$ cat config.mk
export PLATFORM = sky130hd
export DESIGN_NAME = fsim_top
export DESIGN_NICKNAME = d
export VERILOG_FILES = /design/src/fsim_pkg.sv /design/src/fsim_top.sv
export SDC_FILE = /design/constraint.sdc
export NUM_CORES = 1
export LEC_CHECK = 0
export BUFFER_PORTS_ARGS = -buffer_cell sky130_fd_sc_hd__buf_2
export CAP_MARGIN = 20
export CORE_AREA = 2 2 157 175
export DETAILED_ROUTE_END_ITERATION = 6
export DIE_AREA = 0 0 159 177
export PLACE_DENSITY = 0.55
export SYNTH_ARGS = -nofsm -noshare
export SYNTH_HDL_FRONTEND = slang
export SYNTH_SLANG_ARGS = --single-unit
$ cat constraint.sdc
create_clock -name i_core_clk -period 2.7 [get_ports i_core_clk]
set_input_delay 0.27 -clock i_core_clk [delete_from_list [all_inputs] [get_ports i_core_clk]]
set_output_delay 0.27 -clock i_core_clk [all_outputs]
set_load 0.05 [all_outputs]
$ cat src/fsim_pkg.sv
// Constants for the framer status and interrupt mask block
package fsim_pkg;
	// ==========================================================
	// Register offsets and the mask reset value
	localparam logic [7:0] ALARM_STATUS_ADDR   = 8'h06;
	localparam logic [7:0] EVENT_STATUS_ADDR   = 8'h07;
	localparam logic [7:0] ALARM_IRQ_MASK_ADDR = 8'h16;
	localparam logic [7:0] EVENT_IRQ_MASK_ADDR = 8'h17;
	localparam logic [7:0] CTRL_ADDR           = 8'h1A;
	localparam logic [7:0] MASK_RESET          = 8'h00;
	// ==========================================================
	// Event status bit positions
	localparam int EV_RX_CAS_MF   = 7;
	localparam int EV_RX_ALIGN    = 6;
	localparam int EV_TX_MF       = 5;
	localparam int EV_TICK        = 4;
	localparam int EV_TX_ALIGN    = 3;
	localparam int EV_TX_CLK_LOSS = 2;
	localparam int EV_RX_CRC4_MF  = 1;
	localparam int EV_TX_SLIP     = 0;
	// Alarm status bit positions
	localparam int AL_CARRIER_LOSS = 1;
	localparam int AL_RX_SLIP      = 4;
	// Control register bit positions
	localparam int CTRL_TICK_SEL  = 0;
	localparam int CTRL_CRC4_EN   = 1;
	// ==========================================================
	// Timing
	localparam int CLK_MHZ         = 100;
	localparam int FRAME_US        = 250;     // align frame pair period
	localparam int FRAME_CYC       = FRAME_US * CLK_MHZ;
	localparam int MF_MS           = 2;
	localparam int MF_CYC          = MF_MS * 1000 * CLK_MHZ;
	localparam int TICK_SHORT_US   = 62500;   // 62.5 ms
	localparam int TICK_SHORT_CYC  = TICK_SHORT_US * CLK_MHZ;
	localparam int TICK_LONG_MS    = 1000;
	localparam int TICK_LONG_CYC   = TICK_LONG_MS * 1000 * CLK_MHZ;
	localparam int CH_TIME_NS      = 3900;    // one channel time, longest
	localparam int CH_TIME_CYC     = CH_TIME_NS * CLK_MHZ / 1000;
	localparam int CL_WINDOW_BITS  = 255;
	localparam int CL_MIN_ONES     = 32;
endpackage : fsim_pkg

$ cat src/fsim_top.sv
// Framer status flags, interrupt masks and host interrupt
//
// The address-and-strobe port was decided locally.
`timescale 1ns/1ps
module fsim_top #(
	parameter int FRAME_CYCLES = fsim_pkg::FRAME_CYC,
	parameter int MF_CYCLES    = fsim_pkg::MF_CYC,
	parameter int TICK_S_CYC   = fsim_pkg::TICK_SHORT_CYC,
	parameter int TICK_L_CYC   = fsim_pkg::TICK_LONG_CYC
) (
	// Clock and reset
	input  wire logic       i_core_clk,
	input  wire logic       i_reset,
	// Register port
	input  wire logic [7:0] i_addr,
	input  wire logic [7:0] i_wdata,
	input  wire logic       i_wr,
	input  wire logic       i_rd,
	output logic      [7:0] o_rdata,
	// Receive side events
	input  wire logic       i_rx_bit_en,
	input  wire logic       i_rx_data,
	input  wire logic       i_rx_crc4_mf,
	input  wire logic       i_rx_cas_mf,
	input  wire logic       i_rx_slip,
	input  wire logic [7:0] i_rx_alarms,
	// Transmit side events
	input  wire logic       i_tx_line_clock,
	input  wire logic       i_tx_align,
	input  wire logic       i_tx_slip,
	// Interrupt
	output logic            o_irq
);
	// ==========================================================
	// Parameter check; a period below 2 would leave a flag source stuck high
	if (FRAME_CYCLES < 2 || MF_CYCLES < 2 ||
	    TICK_S_CYC < 2 || TICK_L_CYC < 2) begin : g_bad_period
		$error("fsim_top: period parameters must be at least 2");
	end

	// ==========================================================
	// Registers
	logic [7:0]  alarm_status_reg;
	logic [7:0]  event_status_reg;
	logic [7:0]  alarm_irq_mask_reg;
	logic [7:0]  event_irq_mask_reg;
	logic [7:0]  ctrl_reg;
	logic [31:0] frame_cnt_reg;
	logic [31:0] tx_mf_cnt_reg;
	logic [31:0] crc_mf_cnt_reg;
	logic [31:0] tick_cnt_reg;
	logic [15:0] clk_idle_reg;
	logic        tx_line_clock_prev_reg;
	logic        clk_lost_reg;
	logic [7:0]  cl_win_reg;
	logic [7:0]  cl_ones_reg;
	logic [7:0]  ev_set;
	logic [7:0]  al_live;
	logic        rd_event;
	logic        rd_alarm;
	logic [31:0] tick_limit;

	assign rd_event   = i_rd && (i_addr == fsim_pkg::EVENT_STATUS_ADDR);
	assign rd_alarm   = i_rd && (i_addr == fsim_pkg::ALARM_STATUS_ADDR);
	assign tick_limit = ctrl_reg[fsim_pkg::CTRL_TICK_SEL] ? TICK_S_CYC : TICK_L_CYC;

	// ==========================================================
	// Host writes to masks and control
	always_ff @(posedge i_core_clk) begin
		if (i_reset) begin
			alarm_irq_mask_reg <= fsim_pkg::MASK_RESET;
			event_irq_mask_reg <= fsim_pkg::MASK_RESET;
			ctrl_reg           <= fsim_pkg::MASK_RESET;
		end else if (i_wr) begin
			if (i_addr == fsim_pkg::ALARM_IRQ_MASK_ADDR)
				alarm_irq_mask_reg <= i_wdata;
			if (i_addr == fsim_pkg::EVENT_IRQ_MASK_ADDR)
				event_irq_mask_reg <= i_wdata;
			if (i_addr == fsim_pkg::CTRL_ADDR)
				ctrl_reg <= i_wdata;
		end
	end

	// Receive frame timer, align frame every 250 us
	always_ff @(posedge i_core_clk) begin
		if (i_reset)
			frame_cnt_reg <= 32'h0;
		else if (frame_cnt_reg == 32'(FRAME_CYCLES - 1))
			frame_cnt_reg <= 32'h0;
		else
			frame_cnt_reg <= frame_cnt_reg + 32'h1;
	end

	// Transmit multiframe timer, runs regardless of CRC4
	always_ff @(posedge i_core_clk) begin
		if (i_reset)
			tx_mf_cnt_reg <= 32'h0;
		else if (tx_mf_cnt_reg == 32'(MF_CYCLES - 1))
			tx_mf_cnt_reg <= 32'h0;
		else
			tx_mf_cnt_reg <= tx_mf_cnt_reg + 32'h1;
	end

	// Free-running CRC4 boundary used when CRC4 is off
	always_ff @(posedge i_core_clk) begin
		if (i_reset)
			crc_mf_cnt_reg <= 32'h0;
		else if (crc_mf_cnt_reg == 32'(MF_CYCLES - 1))
			crc_mf_cnt_reg <= 32'h0;
		else
			crc_mf_cnt_reg <= crc_mf_cnt_reg + 32'h1;
	end

	// Timer tick; restarting on a select change would lose phase, so it does not
	always_ff @(posedge i_core_clk) begin
		if (i_reset)
			tick_cnt_reg <= 32'h0;
		else if (tick_cnt_reg >= tick_limit - 32'h1)
			tick_cnt_reg <= 32'h0;
		else
			tick_cnt_reg <= tick_cnt_reg + 32'h1;
	end

	// Transmit clock watchdog, line clock sampled as a level
	always_ff @(posedge i_core_clk) begin
		if (i_reset) begin
			tx_line_clock_prev_reg <= 1'b0;
			clk_idle_reg  <= 16'h0;
			clk_lost_reg  <= 1'b0;
		end else begin
			tx_line_clock_prev_reg <= i_tx_line_clock;
			if (i_tx_line_clock != tx_line_clock_prev_reg) begin
				clk_idle_reg <= 16'h0;
				clk_lost_reg <= 1'b0;
			end else if (clk_idle_reg == 16'(fsim_pkg::CH_TIME_CYC - 1)) begin
				clk_lost_reg <= 1'b1;
			end else begin
				clk_idle_reg <= clk_idle_reg + 16'h1;
			end
		end
	end

	// Carrier loss release window: 32 ones within the first 254 bits of each 255-bit window
	always_ff @(posedge i_core_clk) begin
		if (i_reset) begin
			cl_win_reg  <= 8'h0;
			cl_ones_reg <= 8'h0;
		end else if (i_rx_bit_en) begin
			if (cl_win_reg == 8'(fsim_pkg::CL_WINDOW_BITS - 1)) begin
				cl_win_reg  <= 8'h0;
				cl_ones_reg <= 8'h0;
			end else begin
				cl_win_reg  <= cl_win_reg + 8'h1;
				cl_ones_reg <= cl_ones_reg + {7'h0, i_rx_data};
			end
		end
	end

	// Event sources for the event status register
	always_comb begin
		ev_set = 8'h00;
		ev_set[fsim_pkg::EV_RX_CAS_MF]   = i_rx_cas_mf;
		ev_set[fsim_pkg::EV_RX_ALIGN]    = (frame_cnt_reg == 32'h0);
		ev_set[fsim_pkg::EV_TX_MF]       = (tx_mf_cnt_reg == 32'h0);
		ev_set[fsim_pkg::EV_TICK]        = (tick_cnt_reg == 32'h0);
		ev_set[fsim_pkg::EV_TX_ALIGN]    = i_tx_align;
		ev_set[fsim_pkg::EV_TX_CLK_LOSS] = clk_lost_reg;
		ev_set[fsim_pkg::EV_RX_CRC4_MF]  = ctrl_reg[fsim_pkg::CTRL_CRC4_EN] ?
			i_rx_crc4_mf : (crc_mf_cnt_reg == 32'h0);
		ev_set[fsim_pkg::EV_TX_SLIP]     = i_tx_slip;
	end

	// Alarm conditions; carrier loss holds until the ones criterion is met
	always_comb begin
		al_live = i_rx_alarms;
		al_live[fsim_pkg::AL_RX_SLIP] = i_rx_slip;
		al_live[fsim_pkg::AL_CARRIER_LOSS] = i_rx_alarms[fsim_pkg::AL_CARRIER_LOSS] ||
			(alarm_status_reg[fsim_pkg::AL_CARRIER_LOSS] &&
			 cl_ones_reg < 8'(fsim_pkg::CL_MIN_ONES));
	end

	// Sticky status; set wins over the read clear
	always_ff @(posedge i_core_clk) begin
		if (i_reset) begin
			event_status_reg <= 8'h00;
			alarm_status_reg <= 8'h00;
		end else begin
			event_status_reg <= (rd_event ? 8'h00 : event_status_reg) | ev_set;
			alarm_status_reg <= (rd_alarm ? 8'h00 : alarm_status_reg) | al_live;
		end
	end

	// Read data, valid the cycle after the strobe
	always_ff @(posedge i_core_clk) begin
		if (i_reset)
			o_rdata <= 8'h00;
		else if (i_rd) begin
			unique case (i_addr)
				fsim_pkg::ALARM_STATUS_ADDR:   o_rdata <= alarm_status_reg;
				fsim_pkg::EVENT_STATUS_ADDR:   o_rdata <= event_status_reg;
				fsim_pkg::ALARM_IRQ_MASK_ADDR: o_rdata <= alarm_irq_mask_reg;
				fsim_pkg::EVENT_IRQ_MASK_ADDR: o_rdata <= event_irq_mask_reg;
				fsim_pkg::CTRL_ADDR:           o_rdata <= ctrl_reg;
				default:                       o_rdata <= 8'h00;
			endcase
		end else
			o_rdata <= 8'h00;
	end

	// Interrupt from masked flags, one cycle behind status
	always_ff @(posedge i_core_clk) begin
		if (i_reset)
			o_irq <= 1'b0;
		else
			o_irq <= |(alarm_status_reg & alarm_irq_mask_reg)
			       | |(event_status_reg & event_irq_mask_reg);
	end
endmodule : fsim_top

# [Word-level counts from Yosys, hierarchy flattened]
# Cells that the tools add are included.
[totals] wordCells=69 register_bits=211 in_bits=36 output_inout_bits=9
[classes] n_mux=7 add_sub_neg=8 n_bitwise=6 reduce_logical=19 n_eq_ne=11 magnitude_cmp=2
[op_table] cell="adder 32 x 1 -> 32 bit, second input constant" n=4
[op_table] cell="zero test 32 bit" n=4
[op_table] cell="== test 32 x 18 -> 1 bit, second input constant" n=2
[op_table] cell="one-hot mux 8 bit (5 select lines)" n=1
[op_table] cell="== test 32 x 15 -> 1 bit, second input constant" n=1
[op_table] cell="greater-or-equal comparator 32 bit" n=1
[op_table] cell="2-to-1 mux 8 bit" n=4
[op_table] cell="subtractor 27 x 1 -> 28 bit, second input constant" n=1
[op_table] cell="2-to-1 mux 27 bit" n=1
[op_table] cell="== test 8 x 5 -> 1 bit, second input constant" n=3
[op_table] cell="adder 16 x 1 -> 16 bit, second input constant" n=1
[op_table] cell="AND 8 bit" n=2
[op_table] cell="== test 16 x 9 -> 1 bit, second input constant" n=1
[op_table] cell="== test 8 x 3 -> 1 bit, second input constant" n=2
[op_table] cell="bitwise OR 8 bit" n=2
[op_table] cell="OR reduction 8 bit" n=2
[op_table] cell="OR reduction 2 bit" n=6
[op_table] cell="adder 8 x 1 -> 8 bit" n=1
[op_table] cell="adder 8 x 1 -> 8 bit, second input constant" n=1
[op_table] cell="== test 8 bit, second input constant" n=1
[op_table] cell="less-than comparator 8 x 6 -> 1 bit, second input constant" n=1
[op_table] cell="AND reduction 2 bit" n=3
[op_table] cell="logical AND 1 bit" n=3
[op_table] cell="logical OR 1 bit" n=1
[op_table] cell="other kinds (4)" n=4

# [Longest topological paths before layout]
[logic_depth] depth_word=4 ltp_mapped=8 mapped_depth_nobuf=7

# [Least setup slack after synthesis]
# OpenSTA, ideal clock, no wires.
[synth_timing] path_kind="register to register" start="register ctrl_reg[0]" end="register tick_cnt_reg[18]" stages_incl_launch_ff=9 period_less_slack_ns=2.163 t_arrival_ns=2.045 setup_ns=0.117 required_time_ns=2.583 path_buffers=1 path_slack_ns=0.537 path_cell_list="dfxtp_1 -> inv_1 -> ha_1 -> nand4_1 -> nor4_1 -> nand2b_1 -> o211ai_1 -> buf_2 -> nor2_1"
[synth_between] elab_chain_cells=4
[synth_lines] item="start, declared" line_no="fsim_top.sv:47" rtl="logic [7:0] ctrl_reg;"
[synth_lines] item="start signal, assigned" line_no="fsim_top.sv:73" rtl="ctrl_reg <= fsim_pkg::MASK_RESET;"
[synth_lines] item="start signal, assigned" line_no="fsim_top.sv:80" rtl="ctrl_reg <= i_wdata;"
[synth_lines] item="2-to-1 mux 27 bit" line_no="fsim_top.sv:65" rtl="assign tick_limit = ctrl_reg[fsim_pkg::CTRL_TICK_SEL] ? TICK_S_CYC : TICK_L_CYC;"
[synth_lines] item="subtractor 27 x 1 -> 28 bit" line_no="fsim_top.sv:118" rtl="else if (tick_cnt_reg >= tick_limit - 32'h1)"
[synth_lines] item="greater-or-equal comparator 32 bit" line_no="fsim_top.sv:118"
[synth_lines] item="OR reduction 2 bit (no source line)"
[synth_lines] item="end signal, assigned" line_no="fsim_top.sv:121" rtl="tick_cnt_reg <= tick_cnt_reg + 32'h1;"
[synth_lines] item="end, declared" line_no="fsim_top.sv:51" rtl="logic [31:0] tick_cnt_reg;"
# No other way between the ends.
# A chain may end at the register's enable or synchronous reset.

# [Final worst setup path]
[layout_timing] start="register frame_cnt_reg[13]" end="register frame_cnt_reg[31]"
[layout_between] elab_chain_cells=2
[layout_lines] item="start, declared" line_no="fsim_top.sv:48" rtl="logic [31:0] frame_cnt_reg;"
[layout_lines] item="start signal, assigned" line_no="fsim_top.sv:91" rtl="frame_cnt_reg <= frame_cnt_reg + 32'h1;"
[layout_lines] item="branches (longest 2 deep; another with adder 32 x 1 -> 32 bit)"
# Parallel ways; which one is timed is not known.

==> results.sh <==
export IMPL_met1_length_mm=10.46
export IMPL_wl_per_cell_um=14.13
export IMPL_dr_pass1_iters=7
export IMPL_hpwlAfterDp_mm=15.10
export IMPL_power_switching_mw=1.515
export IMPL_syn_to_final_growth_pct=18.39
export IMPL_seq_area_frac_synth_pct=43.79
export IMPL_grt_ovfl_total=0
export IMPL_skew_ns=0.01915
export IMPL_drc_errors=0
export IMPL_min_path_type="input port to register"
export IMPL_synth_flop_cell="dfxtp_1"
export IMPL_synthArstFlopShare_pct=0
export IMPL_maxSlewHeadroom_pct=42.88
export IMPL_period_needed_ns=2.100
export IMPL_cts_buffers=25
export IMPL_max_slew_worst_pin_slew_ns=0.8531
export IMPL_die_w_um=159
export IMPL_setup_viol=0
export IMPL_die_h_um=177
export IMPL_synth_warnings=0
export IMPL_arrival_ns=2.55
export IMPL_p_per_area_nw_per_um2=611.9
export IMPL_cp_required_ns=3.15
export IMPL_syn_area_um2=9646
export IMPL_antenna_found_initial=3
export IMPL_status="finished clean"
export IMPL_layout_common_cells="dfxtp_1, nor2_1, nand2_1"
export IMPL_row_count=63
export IMPL_path_delay_family="simple AND/OR/NAND/NOR gates"
export IMPL_cts_sinks=211
export IMPL_wirelength_mm=22.21
export IMPL_p_seq_share_pct=45.7
export IMPL_core_area_um2=26490
export IMPL_root_buffer="clkbuf_16"
export IMPL_combPwrFrac_pct=3.2
export IMPL_start_util_pct=36.42
export IMPL_ys_types=60
export IMPL_grt_pass1_wl_mm=37.46
export IMPL_critPathKind="register to register"
export IMPL_power_frac_clock_pct=51.1
export IMPL_numPortBuffers=43
export IMPL_routed_top_layer="met5"
export IMPL_finalCritPeriodShare_pct=77.79
export IMPL_power_share_switching_pct=21.68
export IMPL_p_leak_nw=4.010
export IMPL_cp_cell_sequence="and4_1 -> nand4_4 -> or4_1 -> or3_1 -> a21oi_1"
export IMPL_yosys_area_share_simple_pct=29.13
export IMPL_rsz0062_at_grt="no"
export IMPL_internal_power_mw=5.473
export IMPL_vdd_drop_max_v=0.0004435
export IMPL_wl_met2_mm=10.27
export IMPL_muxShareOfSynthArea_pct=0.2075
export IMPL_post_synth_cell_area_avg_um2=8.620
export IMPL_critPathMaxStageDelay_ns=0.51
export IMPL_cp_start_kind="register"
export IMPL_worstSkewPairLatency_ns=0.53
export IMPL_syn_inst=1119
export IMPL_final_antenna_net_count=0
export IMPL_fin_setup_tns_ns=0
export IMPL_critPathCaptureType="register"
export IMPL_synth_compound_area_share_pct=7.926
export IMPL_slowest_stage="or4_1"
export IMPL_cts_max_level=1
export IMPL_dp_slack_ns=0.3905
export IMPL_vias_per_cell=5.036
export IMPL_clkTransAtPathRegs_ns=0.06
export IMPL_synth_edf_count=0
export IMPL_clk_path_buf_depth=3
export IMPL_drv_slew=0
export IMPL_yosys_register_bits=211
export IMPL_worst_slack_ns=0.5998
export IMPL_synth_fa_ha_area_share_pct=3.892
export IMPL_dr_first_iter_drc_count=433
export IMPL_nFillCells=2700
export IMPL_synthXorXnorAreaFrac_pct=12.17
export IMPL_synth_top_family_by_area="simple AND/OR/NAND/NOR gates"
export IMPL_fmax_mhz=476.1
export IMPL_cts_resized=0
export IMPL_drive_gt1_share_pct=10.63
export IMPL_path_max_fanout=8
export IMPL_path_buf_inv=0
export IMPL_grt_pass1_vias=7500
export IMPL_hold_viol=0
export IMPL_grt_max_degree=47
export IMPL_maxCapViolations=0
export IMPL_ios=45
export IMPL_nets=1260
export IMPL_dr_total_vias=7916
export IMPL_regArea_um2=4224
export IMPL_dieArea_um2=28140
export IMPL_met3WireLength_mm=1.035
export IMPL_track_usage_pct=15.70
export IMPL_final_common_cell="dfxtp_1"
export IMPL_place_congestion=0.7690
export IMPL_multi_input_area_um2=5185
export IMPL_cts_tree="built"
-- kinds of logic after synthesis --
family | after synthesis
muxes | 2
adders and majority gates | 30
other | 1
AOI/OAI and AO/OA | 118
buffers and inverters | 69
xor gates and xnor gates | 134
DFF | 211
and+or+nand+nor | 554
-- per-layer routing --
| metal | vias up | global-route usage, % |
|---|---|---|
| li1 | 4093 | - |
| met1 | 3656 | 20.63 |
| met3 | 41 | 2.858 |
| met5 | - | 0 |
| met2 | 124 | 26.70 |
| met4 | 2 | 3.977 |
-- path summary, 6_finish.rpt --
kind / from / endpoint / slack, ns / depth (start not counted)
hold / removal: i_wdata[4] / event_irq_mask_reg[4]$_SDFFE_PP0P_ / 0.01 / 3
hold reg to reg: ctrl_reg[3]$_SDFFE_PP0P_ / ctrl_reg[3]$_SDFFE_PP0P_ / 0.45 / 2
setup / recovery: frame_cnt_reg[13]$_SDFF_PP0_ / frame_cnt_reg[31]$_SDFF_PP0_ / 0.60 / 5
setup reg to reg: frame_cnt_reg[13]$_SDFF_PP0_ / frame_cnt_reg[31]$_SDFF_PP0_ / 0.60 / 5
-- cell usage after synthesis, types with 6 or more instances --
| master | count | area, um2 |
|---|---|---|
| and3_1 | 17 | 106.4 |
| nand2_1 | 95 | 356.6 |
| inv_1 | 30 | 112.6 |
| o21ai_0 | 11 | 55.05 |
| xor2_1 | 69 | 604.3 |
| and4_1 | 16 | 140.1 |
| a22oi_1 | 10 | 75.07 |
| buf_2 | 6 | 30.03 |
| or3_1 | 12 | 75.07 |
| and2_1 | 6 | 37.54 |
| a222oi_1 | 8 | 80.08 |
| clkbuf_1 | 28 | 105.1 |
| nor3_1 | 34 | 170.2 |
| nor2_1 | 179 | 671.9 |
| nor4_1 | 47 | 294.0 |
| a21oi_1 | 62 | 310.3 |
| xnor2_1 | 65 | 569.3 |
| nand4_1 | 44 | 275.3 |
| dfxtp_1 | 211 | 4224 |
| nand3_1 | 73 | 365.4 |
| ha_1 | 30 | 375.4 |
-- through the flow --
stage / hold slack, ns / power, mW / utilization [%] / cells / area (um2)
final: 0.01426 / 6.988 / 43.12 / 1572 / 11420
after floorplan: 0.3874 / 3.379 / - / 1122 / 9657
after global routing: 0.006267 / 7.265 / 43.12 / 1572 / 11420
after detailed placement: 0.4464 / 3.469 / 39.16 / 1508 / 10370
after global placement: 0.4401 / 3.465 / 39.16 / 1508 / 10370
after CTS: 0.0003733 / 7.103 / 43.07 / 1569 / 11410
-- power by group through the flow --
stage / Combinational, mW / Clock [mW] / Sequential [mW]
3_5_place_dp: 0.205 / 0 / 3.26
6_report: 0.222 / 3.57 / 3.20
4_1_cts: 0.225 / 3.68 / 3.19
5_1_grt: 0.251 / 3.81 / 3.20
3_3_place_gp: 0.202 / 0 / 3.26
2_1_floorplan: 0.127 / 0 / 3.25
-- repair_timing --
item	4_1_cts	5_1_grt
hold endpoints to repair	18	0
buffers inserted	0	0
hold buffers	15	0
-- tightest hold or removal path, delay by kind of cell --
family | cells | cell delay, ns
simple gates | 1 | 0.06
buf+inv | 1 | 0.12
compound gates | 1 | 0.05
-- layout make-up --
class	count	share of cell area, %
Timing Repair Buffer	84	4.909
Clock inverter	13	1.578
Antenna cell	2	0.04383
Inverter	30	0.9861
Multi-Input combinational cell	842	45.40
Tap cell	357	3.911
Sequential cell	211	36.99
Clock buffer	33	6.179
Power figures use the tool's default switching activity.
